## src/hdl/atch_pkg.sv

```systemverilog
// Constants shared by the asynchronous transmit completion handler
package atch_pkg;
   // ------------------------------------------------------------
   // Event and acknowledge codes
   // ------------------------------------------------------------
   localparam int CODE_W = 5;
   localparam logic [4:0] EVT_NONE = 5'h00;
   localparam logic [4:0] EVT_MISSING_ACK = 5'h03;
   localparam logic [4:0] EVT_TIMEOUT = 5'h0a;
   localparam logic [4:0] EVT_FLUSHED = 5'h0f;
   localparam logic [4:0] ACK_COMPLETE = 5'h11;
   localparam logic [4:0] ACK_PENDING = 5'h12;
   localparam logic [4:0] ACK_BUSY_X = 5'h14;
   localparam logic [4:0] ACK_BUSY_A = 5'h15;
   localparam logic [4:0] ACK_BUSY_B = 5'h16;
   localparam logic [4:0] ACK_TARDY = 5'h1b;
   localparam logic [4:0] ACK_DATA_ERR = 5'h1d;
   localparam logic [4:0] ACK_TYPE_ERR = 5'h1e;
   localparam logic [3:0] WIRE_COMPLETE = 4'h1;
   localparam logic [3:0] WIRE_PENDING = 4'h2;
   localparam logic [3:0] WIRE_BUSY_X = 4'h4;
   localparam logic [3:0] WIRE_BUSY_A = 4'h5;
   localparam logic [3:0] WIRE_BUSY_B = 4'h6;
   localparam logic [3:0] WIRE_TARDY = 4'hb;
   localparam logic [3:0] WIRE_DATA_ERR = 4'hd;
   localparam logic [3:0] WIRE_TYPE_ERR = 4'he;
   // ------------------------------------------------------------
   // Descriptor fields
   // ------------------------------------------------------------
   localparam logic [1:0] INT_ALWAYS = 2'b11;
   localparam logic [1:0] INT_ON_DONE = 2'b01;
   localparam int ADDR_W = 28;
   localparam int Z_W = 4;
   localparam int TS_W = 16;
   // ------------------------------------------------------------
   // Cycle timer fields
   // ------------------------------------------------------------
   localparam int CT_CYC_LSB = 12;
   localparam int CT_CYC_W = 13;
   localparam int CT_SEC_LSB = 25;
   localparam int TS_SEC_W = 3;
   // ------------------------------------------------------------
   // Header layout
   // ------------------------------------------------------------
   localparam int HQ_SRCBUS_BIT = 23;
   localparam int HQ_TCODE_LSB = 4;
   localparam logic [3:0] TCODE_STREAM = 4'ha;
   localparam logic [9:0] BUS_LOCAL_ALL = 10'h3ff;
   localparam int NODE_W = 6;
   // ------------------------------------------------------------
   // Transmit FIFO
   // ------------------------------------------------------------
   localparam int FIFO_W = 33;
   localparam int FIFO_D = 8;
   localparam int STATUS_W = 16;
endpackage

```

## src/hdl/atch_fifo.sv

```systemverilog
// Small synchronous FIFO with flush and registered flags
`timescale 1ns/1ps
module atch_fifo #(
   parameter int WIDTH = 33,
   parameter int DEPTH = 8
) (
   input wire logic clk_i,
   input wire logic reset_n_i,
   input wire logic flush_i,
   input wire logic in_valid_i,
   output logic in_ready_o,
   input wire logic [WIDTH-1:0] in_data_i,
   output logic out_valid_o,
   input wire logic out_ready_i,
   output logic [WIDTH-1:0] out_data_o
);
   localparam int AW = $clog2(DEPTH);
   logic [WIDTH-1:0] mem [DEPTH];
   logic [AW-1:0] wr_ptr;
   logic [AW-1:0] rd_ptr;
   logic [AW:0] count;
   wire push = in_valid_i && in_ready_o;
   wire pop = out_valid_o && out_ready_i;
   wire [AW:0] next_count = count + (AW+1)'(push) - (AW+1)'(pop);

   assign out_data_o = mem[rd_ptr];

   always_ff @(posedge clk_i) begin
      if (push) begin
         mem[wr_ptr] <= in_data_i;
      end
   end

   always_ff @(posedge clk_i or negedge reset_n_i) begin
      if (!reset_n_i) begin
         wr_ptr <= '0;
         rd_ptr <= '0;
         count <= '0;
         in_ready_o <= 1'b0;
         out_valid_o <= 1'b0;
      end else if (flush_i) begin
         wr_ptr <= '0;
         rd_ptr <= '0;
         count <= '0;
         in_ready_o <= 1'b1;
         out_valid_o <= 1'b0;
      end else begin
         wr_ptr <= wr_ptr + AW'(push);
         rd_ptr <= rd_ptr + AW'(pop);
         count <= next_count;
         in_ready_o <= next_count != (AW+1)'(DEPTH);
         out_valid_o <= next_count != '0;
      end
   end
endmodule // atch_fifo

```

## src/hdl/atch_top.sv

```systemverilog
// Asynchronous transmit completion handler with header converter
// Summary of operation
// - Subaction gap with no acknowledge reports event 03h.
// - Destination link or host not operating records acknowledge 1Bh.
// - Destination full records busy codes 14h, 15h or 16h.
// - Oversized block write payload records acknowledge 1Eh.
// - Data CRC or data length error records acknowledge 1Dh.
// - Sent with a response expected records acknowledge 12h.
// - Fully finished with no pending response records acknowledge 11h.
// - Completion writes event field, status and timestamp to descriptor in the same cycle.
// - Abnormal end flushes FIFO, maybe fatal flag, pointer to failing descriptor.
// - Normal end with interrupt field 11b or 01b sets sent flag.
// - Z zero goes idle; otherwise branch address loads next program.
// - Timestamp is seconds low three bits above 13-bit cycle count.
// - Requests store the cycle timer at completion as timestamp.
// - Responses compare their timestamp with the cycle timer for timeout.
// - Ping stores elapsed cycle-timer time until acknowledge arrives.
// - Source bus is 3FFh when select is 0, else node bus.
// - Stream tag, channel and sync pass through unchanged.
// - Headers leaving the FIFO are converted to wire layout.
// - Passed response timestamp limit reports 0Ah, sends no packet.
// - Bus reset during transmission reports event 0Fh.
`timescale 1ns/1ps
module atch_top (
   input wire logic clk_i,
   input wire logic reset_n_i,
   input wire logic [31:0] bus_cycle_timer_i,
   input wire logic [15:0] node_identifier_reg_i,
   input wire logic hdr_valid_i,
   input wire logic [31:0] hdr_data_i,
   input wire logic hdr_last_i,
   output logic hdr_ready_o,
   output logic tx_valid_o,
   output logic [31:0] tx_data_o,
   output logic tx_last_o,
   input wire logic tx_ready_i,
   input wire logic start_i,
   input wire logic [atch_pkg::CODE_W-1:0] analysis_err_i,
   input wire logic is_response_i,
   input wire logic ping_i,
   input wire logic [atch_pkg::TS_W-1:0] ts_limit_i,
   input wire logic [1:0] int_field_i,
   input wire logic [atch_pkg::Z_W-1:0] z_count_i,
   input wire logic [atch_pkg::ADDR_W-1:0] next_program_pointer_i,
   input wire logic [atch_pkg::ADDR_W-1:0] descriptor_start_field_i,
   input wire logic ack_valid_i,
   input wire logic [3:0] ack_code_i,
   input wire logic gap_i,
   input wire logic bus_reset_i,
   input wire logic clear_fatal_i,
   input wire logic clear_request_i,
   input wire logic clear_response_i,
   output logic launch_o,
   output logic status_wr_o,
   output logic [atch_pkg::STATUS_W-1:0] transfer_status_word_o,
   output logic [atch_pkg::TS_W-1:0] timestamp_o,
   output logic [atch_pkg::CODE_W-1:0] interrupt_event_reg_o,
   output logic [atch_pkg::ADDR_W-1:0] command_pointer_reg_o,
   output logic fatal_error_flag_o,
   output logic request_sent_flag_o,
   output logic response_sent_flag_o,
   output logic flush_o,
   output logic load_next_o,
   output logic idle_o
);
   import atch_pkg::*;

   // ------------------------------------------------------------
   // Completion state machine
   // ------------------------------------------------------------
   typedef enum logic [2:0] {
      ST_IDLE, ST_SEND, ST_WRITE, ST_ERROR, ST_DONE
   } atch_state_e;

   atch_state_e state;
   logic [CODE_W-1:0] evt;
   logic [TS_W-1:0] stamp;
   logic [TS_W-1:0] launch_ts;
   logic resp;
   logic ping;
   logic [1:0] int_fld;
   logic [Z_W-1:0] z_cnt;
   logic [ADDR_W-1:0] branch;
   logic [ADDR_W-1:0] desc_addr;

   wire [TS_W-1:0] ts_now = {bus_cycle_timer_i[CT_SEC_LSB +: TS_SEC_W],
                             bus_cycle_timer_i[CT_CYC_LSB +: CT_CYC_W]};
   wire [TS_W-1:0] ts_diff = ts_now - ts_limit_i;
   wire ts_passed = !ts_diff[TS_W-1] && (ts_diff != '0);
   wire do_timeout = is_response_i && ts_passed;
   wire [TS_W-1:0] ping_time = ts_now - launch_ts;
   wire [TS_W-1:0] next_stamp = ping ? ping_time : ts_now;
   wire abnormal = !evt[CODE_W-1];
   wire int_hit = (int_fld == INT_ALWAYS) || (int_fld == INT_ON_DONE);
   wire set_req = (state == ST_DONE) && int_hit && !resp;
   wire set_resp = (state == ST_DONE) && int_hit && resp;
   wire set_fatal = (state == ST_ERROR) && (int_fld == INT_ALWAYS);

   logic [CODE_W-1:0] ack_evt;
   always_comb begin
      case (ack_code_i)
         WIRE_COMPLETE: ack_evt = ACK_COMPLETE;
         WIRE_PENDING: ack_evt = ACK_PENDING;
         WIRE_BUSY_X: ack_evt = ACK_BUSY_X;
         WIRE_BUSY_A: ack_evt = ACK_BUSY_A;
         WIRE_BUSY_B: ack_evt = ACK_BUSY_B;
         WIRE_TARDY: ack_evt = ACK_TARDY;
         WIRE_DATA_ERR: ack_evt = ACK_DATA_ERR;
         WIRE_TYPE_ERR: ack_evt = ACK_TYPE_ERR;
         default: ack_evt = {1'b1, ack_code_i};
      endcase
   end

   always_ff @(posedge clk_i or negedge reset_n_i) begin
      if (!reset_n_i) begin
         state <= ST_IDLE;
         evt <= EVT_NONE;
         stamp <= '0;
         launch_ts <= '0;
         resp <= 1'b0;
         ping <= 1'b0;
         int_fld <= '0;
         z_cnt <= '0;
         branch <= '0;
         desc_addr <= '0;
         launch_o <= 1'b0;
         status_wr_o <= 1'b0;
         transfer_status_word_o <= '0;
         timestamp_o <= '0;
         interrupt_event_reg_o <= EVT_NONE;
         command_pointer_reg_o <= '0;
         flush_o <= 1'b0;
         load_next_o <= 1'b0;
         idle_o <= 1'b1;
      end else begin
         launch_o <= 1'b0;
         status_wr_o <= 1'b0;
         flush_o <= 1'b0;
         load_next_o <= 1'b0;
         case (state)
            ST_IDLE: begin
               idle_o <= 1'b1;
               if (start_i) begin
                  idle_o <= 1'b0;
                  resp <= is_response_i;
                  ping <= ping_i;
                  int_fld <= int_field_i;
                  z_cnt <= z_count_i;
                  branch <= next_program_pointer_i;
                  desc_addr <= descriptor_start_field_i;
                  stamp <= ts_now;
                  if (analysis_err_i != EVT_NONE) begin
                     evt <= analysis_err_i;
                     state <= ST_WRITE;
                  end else if (do_timeout) begin
                     evt <= EVT_TIMEOUT;
                     state <= ST_WRITE;
                  end else begin
                     launch_o <= 1'b1;
                     launch_ts <= ts_now;
                     state <= ST_SEND;
                  end
               end
            end
            ST_SEND: begin
               if (bus_reset_i) begin
                  evt <= EVT_FLUSHED;
                  stamp <= next_stamp;
                  state <= ST_WRITE;
               end else if (ack_valid_i) begin
                  evt <= ack_evt;
                  stamp <= next_stamp;
                  state <= ST_WRITE;
               end else if (gap_i) begin
                  evt <= EVT_MISSING_ACK;
                  stamp <= next_stamp;
                  state <= ST_WRITE;
               end
            end
            ST_WRITE: begin
               interrupt_event_reg_o <= evt;
               status_wr_o <= 1'b1;
               transfer_status_word_o <= {{(STATUS_W-CODE_W){1'b0}}, evt};
               timestamp_o <= stamp;
               state <= abnormal ? ST_ERROR : ST_DONE;
            end
            ST_ERROR: begin
               flush_o <= 1'b1;
               command_pointer_reg_o <= desc_addr;
               idle_o <= 1'b1;
               state <= ST_IDLE;
            end
            ST_DONE: begin
               if (z_cnt != '0) begin
                  command_pointer_reg_o <= branch;
                  load_next_o <= 1'b1;
               end
               idle_o <= 1'b1;
               state <= ST_IDLE;
            end
            default: state <= ST_IDLE;
         endcase
      end
   end

   // ------------------------------------------------------------
   // Sticky completion flags, set beats clear
   // ------------------------------------------------------------
   always_ff @(posedge clk_i or negedge reset_n_i) begin
      if (!reset_n_i) begin
         fatal_error_flag_o <= 1'b0;
         request_sent_flag_o <= 1'b0;
         response_sent_flag_o <= 1'b0;
      end else begin
         fatal_error_flag_o <= set_fatal || (fatal_error_flag_o && !clear_fatal_i);
         request_sent_flag_o <= set_req || (request_sent_flag_o && !clear_request_i);
         response_sent_flag_o <= set_resp || (response_sent_flag_o && !clear_response_i);
      end
   end

   // ------------------------------------------------------------
   // Transmit FIFO
   // ------------------------------------------------------------
   logic f_valid;
   logic [FIFO_W-1:0] f_word;
   logic f_pop;
   logic f_ready;

   atch_fifo #(.WIDTH(FIFO_W), .DEPTH(FIFO_D)) u_fifo (
      .clk_i(clk_i),
      .reset_n_i(reset_n_i),
      .flush_i(flush_o),
      .in_valid_i(hdr_valid_i),
      .in_ready_o(f_ready),
      .in_data_i({hdr_last_i, hdr_data_i}),
      .out_valid_o(f_valid),
      .out_ready_i(f_pop),
      .out_data_o(f_word)
   );
   assign hdr_ready_o = f_ready;

   // ------------------------------------------------------------
   // Header converter to wire layout
   // ------------------------------------------------------------
   typedef enum logic [1:0] {
      PH_Q0, PH_Q1, PH_SRC, PH_PASS
   } atch_phase_e;

   atch_phase_e phase;
   logic [31:0] hq0;
   logic [31:0] wq1;
   logic wq1_last;
   logic src_sel;

   wire [31:0] f_data = f_word[31:0];
   wire f_last = f_word[FIFO_W-1];
   wire out_free = !tx_valid_o || tx_ready_i;
   wire is_stream = hq0[HQ_TCODE_LSB +: 4] == TCODE_STREAM;
   wire [9:0] src_bus = hq0[HQ_SRCBUS_BIT] ?
                        node_identifier_reg_i[15:NODE_W] : BUS_LOCAL_ALL;
   wire [15:0] src_id = {src_bus, node_identifier_reg_i[NODE_W-1:0]};
   wire [31:0] wire_q0 = {f_data[31:16], hq0[15:0]};
   assign f_pop = f_valid && (phase == PH_Q0 || (out_free && phase != PH_SRC));

   always_ff @(posedge clk_i or negedge reset_n_i) begin
      if (!reset_n_i) begin
         phase <= PH_Q0;
         hq0 <= '0;
         wq1 <= '0;
         wq1_last <= 1'b0;
         src_sel <= 1'b0;
         tx_valid_o <= 1'b0;
         tx_data_o <= '0;
         tx_last_o <= 1'b0;
      end else if (flush_o) begin
         phase <= PH_Q0;
         tx_valid_o <= 1'b0;
      end else begin
         if (out_free) begin
            tx_valid_o <= 1'b0;
         end
         case (phase)
            PH_Q0: begin
               if (f_valid) begin
                  hq0 <= f_data;
                  phase <= PH_Q1;
               end
            end
            PH_Q1: begin
               if (f_valid && out_free) begin
                  tx_valid_o <= 1'b1;
                  tx_data_o <= wire_q0;
                  tx_last_o <= is_stream && f_last;
                  wq1 <= {src_id, f_data[15:0]};
                  wq1_last <= f_last;
                  src_sel <= hq0[HQ_SRCBUS_BIT];
                  if (is_stream) begin
                     phase <= f_last ? PH_Q0 : PH_PASS;
                  end else begin
                     phase <= PH_SRC;
                  end
               end
            end
            PH_SRC: begin
               if (out_free) begin
                  tx_valid_o <= 1'b1;
                  tx_data_o <= wq1;
                  tx_last_o <= wq1_last;
                  phase <= wq1_last ? PH_Q0 : PH_PASS;
               end
            end
            PH_PASS: begin
               if (f_valid && out_free) begin
                  tx_valid_o <= 1'b1;
                  tx_data_o <= f_data;
                  tx_last_o <= f_last;
                  phase <= f_last ? PH_Q0 : PH_PASS;
               end
            end
            default: phase <= PH_Q0;
         endcase
      end
   end

   // ------------------------------------------------------------
   // Assertions
   // ------------------------------------------------------------
   a_missing_ack: assert property (@(posedge clk_i) disable iff (!reset_n_i)
      state == ST_SEND && gap_i && !ack_valid_i && !bus_reset_i
      |=> ##1 interrupt_event_reg_o == EVT_MISSING_ACK && status_wr_o)
      else $error("missing ack not reported as 03h");
   a_ack_pass: assert property (@(posedge clk_i) disable iff (!reset_n_i)
      state == ST_SEND && ack_valid_i && !bus_reset_i && ack_code_i == WIRE_COMPLETE
      |=> ##1 transfer_status_word_o[CODE_W-1:0] == ACK_COMPLETE)
      else $error("ack complete not recorded as 11h");
   a_busy_map: assert property (@(posedge clk_i) disable iff (!reset_n_i)
      state == ST_SEND && ack_valid_i && !bus_reset_i && ack_code_i == WIRE_BUSY_B
      |=> evt == ACK_BUSY_B)
      else $error("busy B not recorded as 16h");
   a_bus_reset: assert property (@(posedge clk_i) disable iff (!reset_n_i)
      state == ST_SEND && bus_reset_i |=> evt == EVT_FLUSHED ##1 status_wr_o)
      else $error("bus reset not reported as 0Fh");
   a_timeout_skip: assert property (@(posedge clk_i) disable iff (!reset_n_i)
      state == ST_IDLE && start_i && analysis_err_i == EVT_NONE && do_timeout
      |=> !launch_o && evt == EVT_TIMEOUT)
      else $error("timed out response was sent");
   a_error_path: assert property (@(posedge clk_i) disable iff (!reset_n_i)
      state == ST_WRITE && abnormal
      |=> ##1 flush_o && command_pointer_reg_o == $past(desc_addr, 2) ##2 !tx_valid_o)
      else $error("abnormal end did not flush and rewind");
   a_fatal_set: assert property (@(posedge clk_i) disable iff (!reset_n_i)
      state == ST_ERROR && int_fld == INT_ALWAYS |=> fatal_error_flag_o)
      else $error("fatal flag not set");
   a_sent_flag: assert property (@(posedge clk_i) disable iff (!reset_n_i)
      state == ST_DONE && int_fld == INT_ON_DONE
      |=> (resp ? response_sent_flag_o : request_sent_flag_o))
      else $error("sent flag not set");
   a_branch_load: assert property (@(posedge clk_i) disable iff (!reset_n_i)
      state == ST_DONE |=> load_next_o == ($past(z_cnt) != '0) && idle_o)
      else $error("branch handling wrong");
   a_stamp_form: assert property (@(posedge clk_i) disable iff (!reset_n_i)
      state == ST_SEND && ack_valid_i && !bus_reset_i && !ping
      |=> stamp == {$past(bus_cycle_timer_i[27:25]), $past(bus_cycle_timer_i[24:12])})
      else $error("timestamp format wrong");
   a_source_bus: assert property (@(posedge clk_i) disable iff (!reset_n_i)
      phase == PH_SRC && out_free && !flush_o
      |=> tx_data_o[31:22] == (src_sel ? node_identifier_reg_i[15:6] : BUS_LOCAL_ALL))
      else $error("source bus number wrong");
endmodule // atch_top

```

## config.mk

```make
export PLATFORM = sky130hd
export DESIGN_NAME = atch_top
export DESIGN_NICKNAME = d
export VERILOG_FILES = /design/src/hdl/atch_pkg.sv /design/src/hdl/atch_fifo.sv /design/src/hdl/atch_top.sv
export SDC_FILE = /design/constraint.sdc
export NUM_CORES = 1
export LEC_CHECK = 0
export BUFFER_PORTS_ARGS = -buffer_cell sky130_fd_sc_hd__buf_2
export CAP_MARGIN = 40
export CORE_MARGIN = 4
export CORE_UTILIZATION = 50
export CTS_CLUSTER_DIAMETER = 200
export DETAILED_ROUTE_END_ITERATION = 8
export PLACE_DENSITY_LB_ADDON = 0.12
export RECOVER_POWER = 25
export SYNTH_ARGS = -nofsm -noshare
export SYNTH_HDL_FRONTEND = slang
export SYNTH_SLANG_ARGS = --single-unit
export TNS_END_PERCENT = 1
```

## constraint.sdc

```tcl
create_clock -name clk_i -period 6.8 [get_ports clk_i]
set_input_delay 0.68 -clock clk_i [delete_from_list [all_inputs] [get_ports clk_i]]
set_output_delay 0.68 -clock clk_i [all_outputs]
set_load 0.01 [all_outputs]
```

-- Word-level counts from Yosys, hierarchy flattened
Memory sizes are Yosys's and may differ from the RTL's.
Cells that the tools add are included.
- equal/unequal tests: 31
- reductions and logical operators: 49
- shift operators: 0
- bitwise gates (word level): 3
- add/sub/neg operators: 6
- magnitude comparators: 0
- multiplexer cells: 64
- multiply operators: 0
- divide/modulo/power cells: 0
- operator list (cell ; number):
    32-bit 2-to-1 mux ; 3
    32-bit case mux with 3 select lines ; 1
    16-bit 2-to-1 mux ; 5
    28-bit case mux with 2 select lines ; 1
    16-bit case mux with 2 select lines ; 1
    4-bit case mux with 8 select lines ; 1
    16-bit subtractor ; 2
    5-bit 2-to-1 mux ; 6
    28-bit 2-to-1 mux ; 1
    3-bit 2-to-1 mux ; 7
    1-bit 2-to-1 mux ; 20
    2-bit 2-to-1 mux ; 10
    4-bit == test (second input constant) ; 4
    16-bit nonzero test ; 1
    1-bit logical AND ; 15
    4-bit by 3-bit == test with 1-bit output (second input constant) ; 3
    3-bit != test (second input constant) ; 4
    4-bit AND reduction ; 3
    10-bit 2-to-1 mux ; 1
    2-bit != test (second input constant) ; 5
    5-bit case mux with 2 select lines ; 1
    3-bit case mux with 3 select lines ; 1
    3-bit AND reduction ; 3
    4-bit != test (second input constant) ; 2
    28 further kinds ; 52
- word-level logic and storage cells: 187
- memory bits (read-only): 0
- output and inout bits: 108
- input bits: 181
- bits in latches: 0
- RAM bits: 264
- memories: 1
- register bits: 266
- memory list (name ; depth ; width ; rd ports ; clocked after Yosys merged registers in ; write ports ; RTL line ; text):
    u_fifo.mem ; 8 ; 33 ; 1 ; 0 ; 1 ; atch_fifo.sv:18 ; logic [WIDTH-1:0] mem [DEPTH];

-- Longest topological paths before layout
- depth in word-level cells: 9
- depth in mapped cells: 14
- gate-level depth less buffers: 13

-- Hierarchy
A second synthesis with hierarchy kept.
- cell total of the unflattened synthesis: 1556
- area, all modules: 22549.1 µm²
- modules (own cells, without submodules) (module ; area each (µm²) ; instances ; cells each ; sequential area each (µm²)):
    atch_top ; 11995.3 ; 1 ; 1111 ; 6182.2
    atch_fifo ; 10553.9 ; 1 ; 445 ; 8227.9

-- Worst setup path before layout
OpenSTA, ideal clock, no wires.
- path kind: input -> register
- from: in bus_cycle_timer_i[12]
- to: reg launch_ts[10]
- path buffers: 1
- arrival: 3630 ps
- stages on the path: 14
- required time: 6675 ps
- slack: 3045 ps
- cells stage by stage: inv_1 -> ha_1 -> fa_1 -> nor2b_2 -> or3b_1 -> a21oi_1 -> o21a_1 -> nand4_1 -> or4_1 -> a2111o_1 -> a21boi_4 -> nand2_4 -> buf_6 -> mux2_4
- longest elaborated chain between the ends: 6
- elaborated cells on any way between the ends: 7
- those cells by class: 1 x add/sub; 1 x bitwise; 5 x reduce/logical
- RTL lines (element ; RTL line ; text):
    start, declared ; atch_top.sv:27 ; input wire logic [31:0] bus_cycle_timer_i,
    16-bit subtractor * ; atch_top.sv:88 ; wire [TS_W-1:0] ts_diff = ts_now - ts_limit_i;
    16-bit nonzero test / 1-bit logical NOT (equally long branches) ; atch_top.sv:89 ; wire ts_passed = !ts_diff[TS_W-1] && (ts_diff != '0);
    1-bit logical AND * ; atch_top.sv:89 ;
    1-bit logical AND * ; atch_top.sv:90 ; wire do_timeout = is_response_i && ts_passed;
    1-bit inverter (no source line) * ; n/a ;
    4-bit AND reduction (no source line) * ; n/a ;
    end signal, assigned ; atch_top.sv:160 ; launch_ts <= ts_now;
    end, declared ; atch_top.sv:78 ; logic [TS_W-1:0] launch_ts;
Mark *: on every way between the ends. The rest lies on a longest branch, timed or not.
A chain may end at the register's enable or synchronous reset.

-- Worst setup path after layout
- from: in bus_cycle_timer_i[12]
- to: reg evt[0]
- longest elaborated chain between the ends: 6
- elaborated cells on any way between the ends: 7
- those cells by class: 1 x add/sub; 1 x eq/ne; 5 x reduce/logical
- RTL lines (element ; RTL line ; text):
    16-bit subtractor * ; atch_top.sv:88 ;
    16-bit nonzero test / 1-bit logical NOT (equally long branches) ; atch_top.sv:89 ;
    1-bit logical AND * ; atch_top.sv:89 ;
    1-bit logical AND * ; atch_top.sv:90 ;
    3-bit != test (no source line) * ; n/a ;
    4-bit AND reduction (no source line) * ; n/a ;
    end signal, assigned ; atch_top.sv:153 ; evt <= analysis_err_i;
    end signal, assigned ; atch_top.sv:171 ; evt <= ack_evt;
    end, declared ; atch_top.sv:76 ; logic [CODE_W-1:0] evt;
Marks and branches as above.

==> load_flow_metrics.sql <==
INSERT INTO impl_metrics (metric_group, metric, value, unit) VALUES
('status', 'run_status', 'complete, no violations', ''),
('final_layout', 'flow.area_growth_from_synthesis', '17.4', '%'),
('setup_path', 'worst_ep_required_time', '7.27', 'ns'),
('clocking', 'clkSlewWorstSetupHoldPaths', '0.06', 'ns'),
('power', 'worst_ir_drop_vdd', '0.000269', 'V'),
('timing', 'setup_tns', '0', 'ns'),
('die', 'ioPinCount', '289', ''),
('clocking', 'clk_latency', '0.60', 'ns'),
('timing', 'tightestPinTransition', '0.881', 'ns'),
('clocking', 'cts.path.max_buffers', '3', ''),
('clocking', 'clock_sink_count', '523', ''),
('setup_path', 'type_of_element_launching_the_critical_path', 'input port', ''),
('yosys', 'largest_family_of_logic_cells_by_synthesized_area', 'multiplexers', ''),
('place', 'placer_congestion_estimate', '0.833', ''),
('detailed_routing', 'wl_met1', '22.5', 'mm'),
('timing', 'grt_setup_unrepaired', 'no', ''),
('die', 'floorplan_core_area', '44100', 'µm²'),
('yosys', 'synth_ff_type', 'sky130_fd_sc_hd__edfxtp_1', ''),
('yosys', 'synth_xor_xnor_area_share', '0.746', '%'),
('global_route', 'grt_use_total', '20.7', '%'),
('final_layout', 'finalCoreUtilization', '59.3', '%'),
('timing', 'finalClockSkew', '0.0198', 'ns'),
('yosys', 'post_synth_instance_area', '22300', 'µm²'),
('clocking', 'post-cts-setup-buffers', '0', ''),
('clocking', 'root_buffer', 'sky130_fd_sc_hd__clkbuf_16', ''),
('die', 'fp.dieArea', '48000', 'µm²'),
('yosys', 'synth_top_cell_area_share', '35.5', '%'),
('detailed_routing', 'postRouteAntennaNets', '0', ''),
('timing', 'timing.final.crit_share', '52.8', '%'),
('setup_path', 'cp.arrival', '4.06', 'ns'),
('timing', 'minimum_period_implied_by_the_final_worst_setup_slack', '3.59', 'ns'),
('detailed_routing', 'met3WireLength', '3.03', 'mm'),
('run', 'max-cap-violations', '0', ''),
('detailed_routing', 'via_per_inst', '5.41', ''),
('yosys', 'yosys-top-cells-area', 'sky130_fd_sc_hd__edfxtp_1, sky130_fd_sc_hd__dfrtp_1, sky130_fd_sc_hd__mux4_2, sky130_fd_sc_hd__mux2_2, sky130_fd_sc_hd__mux2i_1', ''),
('yosys', 'yosys.area.top_type', 'sky130_fd_sc_hd__edfxtp_1', ''),
('power', 'powerDensity', '457', 'nW/µm²'),
('global_route', 'via_count_of_the_first_global_routing_pass', '13500', ''),
('yosys', 'synth_seq_cells', '523', ''),
('clocking', 'cts_tree', 'yes', ''),
('yosys', 'yosys.cell_types.count', '66', ''),
('detailed_routing', 'vias', '13400', ''),
('place', 'dp_hpwl', '31.8', 'mm'),
('timing', 'maxSlewViolCount', '0', ''),
('place', 'portBuffers', '261', ''),
('global_route', 'largest_net_degree_at_the_start_of_global_routing', '107', ''),
('clocking', 'h-tree-depth', '2', ''),
('final_layout', 'layout.cells.most_common', 'sky130_fd_sc_hd__edfxtp_1', ''),
('setup_path', 'rr_startpoint', 'phase[0]$_DFFE_PN0P_', ''),
('yosys', 'warning_count_from_the_yosys_run', '0', ''),
('yosys', 'netlist_instances', '1574', ''),
('setup_path', 'worstPathMaxFanout', '5', ''),
('yosys', 'synth_compound_gate_area_share', '6.72', '%'),
('die', 'die-height', '219', 'µm'),
('setup_path', 'worstSetupStartpoint', 'bus_cycle_timer_i[12]', ''),
('detailed_routing', 'route.detailed.drc', '0', ''),
('global_route', 'grt_pass1_wl', '77.4', 'mm'),
('detailed_routing', 'route.final.wire_length', '49.6', 'mm'),
('yosys', 'async_reset_ff_share', '49.5', '%'),
('yosys', 'syn_avg_cell_area', '14.2', 'µm²'),
('place', 'postPlaceCellArea', '24400', 'µm²'),
('yosys', 'arithmetic_cell_share_of_the_synthesized_area_counting_full_adders_half_adders_and_majority_gates', '2.40', '%'),
('final_layout', 'layout.nets', '2060', ''),
('setup_path', 'crit_path_end_kind', 'register', ''),
('clocking', 'cts_buffer_count', '53', ''),
('setup_path', 'critical_path_depth', '14', ''),
('detailed_routing', 'detail_route.first_pass.iterations', '5', ''),
('setup_path', 'path_buf_inv', '2', ''),
('clocking', 'ctsResizeCount', '0', ''),
('timing', 'max_clock_freq', '278', 'MHz'),
('timing', 'max-slew-margin-rel', '41.3', '%');
registers in the layout (all words and copies together) (netlist names), 16 cells and up:
name and cells:
u_fifo.mem 264, tx_data_o 32, wq1 32, branch 28, command_pointer_reg_o 28, desc_addr 28
hq0 17, launch_ts 16, stamp 16, timestamp_o 16
worst min-delay path by stage:
| stage | start | endpoint | cells past startpoint |
|---|---|---|---|
| floorplan | reset_n_i | branch[0]$_DFFE_PN0P_ | 0 |
| global placement | tx_data_o[28]$_DFFE_PN0P_ | tx_data_o[28]$_DFFE_PN0P_ | 2 |
| detailed placement | resp$_DFFE_PN0P_ | request_sent_flag_o$_DFF_PN0_ | 1 |
| CTS | reset_n_i | launch_o$_DFF_PN0_ | 1 |
| global route | reset_n_i | launch_o$_DFF_PN0_ | 1 |
| finish | reset_n_i | launch_o$_DFF_PN0_ | 1 |
through the flow:
stage	total power [mW]	setup slack [ns]	hold WS, ns
finish	12.0	3.21	0.142
detailed placement	9.08	2.61	0.464
CTS	12.1	3.22	0.176
global placement	8.87	2.65	0.459
floorplan	7.73	3.04	0.384
global route	12.8	3.06	0.211
where the power goes:
part	switching, mW	internal (mW)	leakage (nW)
registers	0.536	4.34	5.47
logic	2.20	1.88	4.20
clock network	1.21	1.79	0.897
metal layers:
metal | up-vias | track usage (%)
li1 | 6294 | -
met1 | 6740 | 29.5
met2 | 314 | 33.4
met3 | 62 | 4.72
met4 | 4 | 4.02
met5 | - | 0
worst reg2reg max path: stages, from the launching register on:
cell	delay (ns)
sky130_fd_sc_hd__dfrtp_1	0.32
sky130_fd_sc_hd__buf_4	0.39
sky130_fd_sc_hd__inv_1	0.17
sky130_fd_sc_hd__nand2_1	0.09
sky130_fd_sc_hd__buf_4	0.37
sky130_fd_sc_hd__nand2_1	0.11
sky130_fd_sc_hd__a21oi_1	0.22
sky130_fd_sc_hd__ha_1	0.17
sky130_fd_sc_hd__inv_1	0.04
sky130_fd_sc_hd__ha_1	0.20
sky130_fd_sc_hd__fa_1	0.42
sky130_fd_sc_hd__xnor2_1	0.18
sky130_fd_sc_hd__nor3b_1	0.31
sky130_fd_sc_hd__a21oi_1	0.12
cells by family after synthesis:
kind of cell | after synthesis
DFF | 523
and+or+nand+nor | 313
AOI/OAI and AO/OA | 264
muxes | 263
buffers and inverters | 150
adders and majority gates | 41
xor gates and xnor gates | 19
other | 1
layout make-up:
type                            count  area [µm²]
Tap cell                          592         741
Clock inverter                     26         309
Sequential cell                   523       14400
Multi-Input combinational cell    911        7360
Antenna cell                        6        15.0
Clock buffer                       74        1520
Fill cell                        3552       17900
Timing Repair Buffer              293        1610
Inverter                           56         210
synthesized netlist by cell type (4+ instances only):
| master | count |
|---|---|
| sky130_fd_sc_hd__nor3b_1 | 4 |
| sky130_fd_sc_hd__mux2_2 | 104 |
| sky130_fd_sc_hd__mux4_2 | 66 |
| sky130_fd_sc_hd__edfxtp_1 | 264 |
| sky130_fd_sc_hd__nand3_1 | 14 |
| sky130_fd_sc_hd__mux2_4 | 7 |
| sky130_fd_sc_hd__xor2_1 | 9 |
| sky130_fd_sc_hd__o31ai_1 | 4 |
| sky130_fd_sc_hd__dfrtp_1 | 258 |
| sky130_fd_sc_hd__o21a_1 | 8 |
| sky130_fd_sc_hd__nor2_1 | 97 |
| sky130_fd_sc_hd__and2_1 | 4 |
| sky130_fd_sc_hd__buf_4 | 16 |
| sky130_fd_sc_hd__o21ai_0 | 98 |
| sky130_fd_sc_hd__inv_1 | 56 |
| sky130_fd_sc_hd__nor3_1 | 14 |
| sky130_fd_sc_hd__a21o_1 | 9 |
| sky130_fd_sc_hd__a31oi_1 | 8 |
| sky130_fd_sc_hd__ha_1 | 38 |
| sky130_fd_sc_hd__xnor2_1 | 10 |
| sky130_fd_sc_hd__mux2i_1 | 86 |
| sky130_fd_sc_hd__nand2_1 | 118 |
| sky130_fd_sc_hd__o211ai_1 | 5 |
| sky130_fd_sc_hd__a21oi_1 | 103 |
| sky130_fd_sc_hd__or4_1 | 4 |
| sky130_fd_sc_hd__clkbuf_1 | 60 |
| sky130_fd_sc_hd__or3_1 | 5 |
| sky130_fd_sc_hd__nand2b_1 | 14 |
| sky130_fd_sc_hd__buf_1 | 15 |
| sky130_fd_sc_hd__nor2b_1 | 22 |
(Power assumes the default switching activity.)
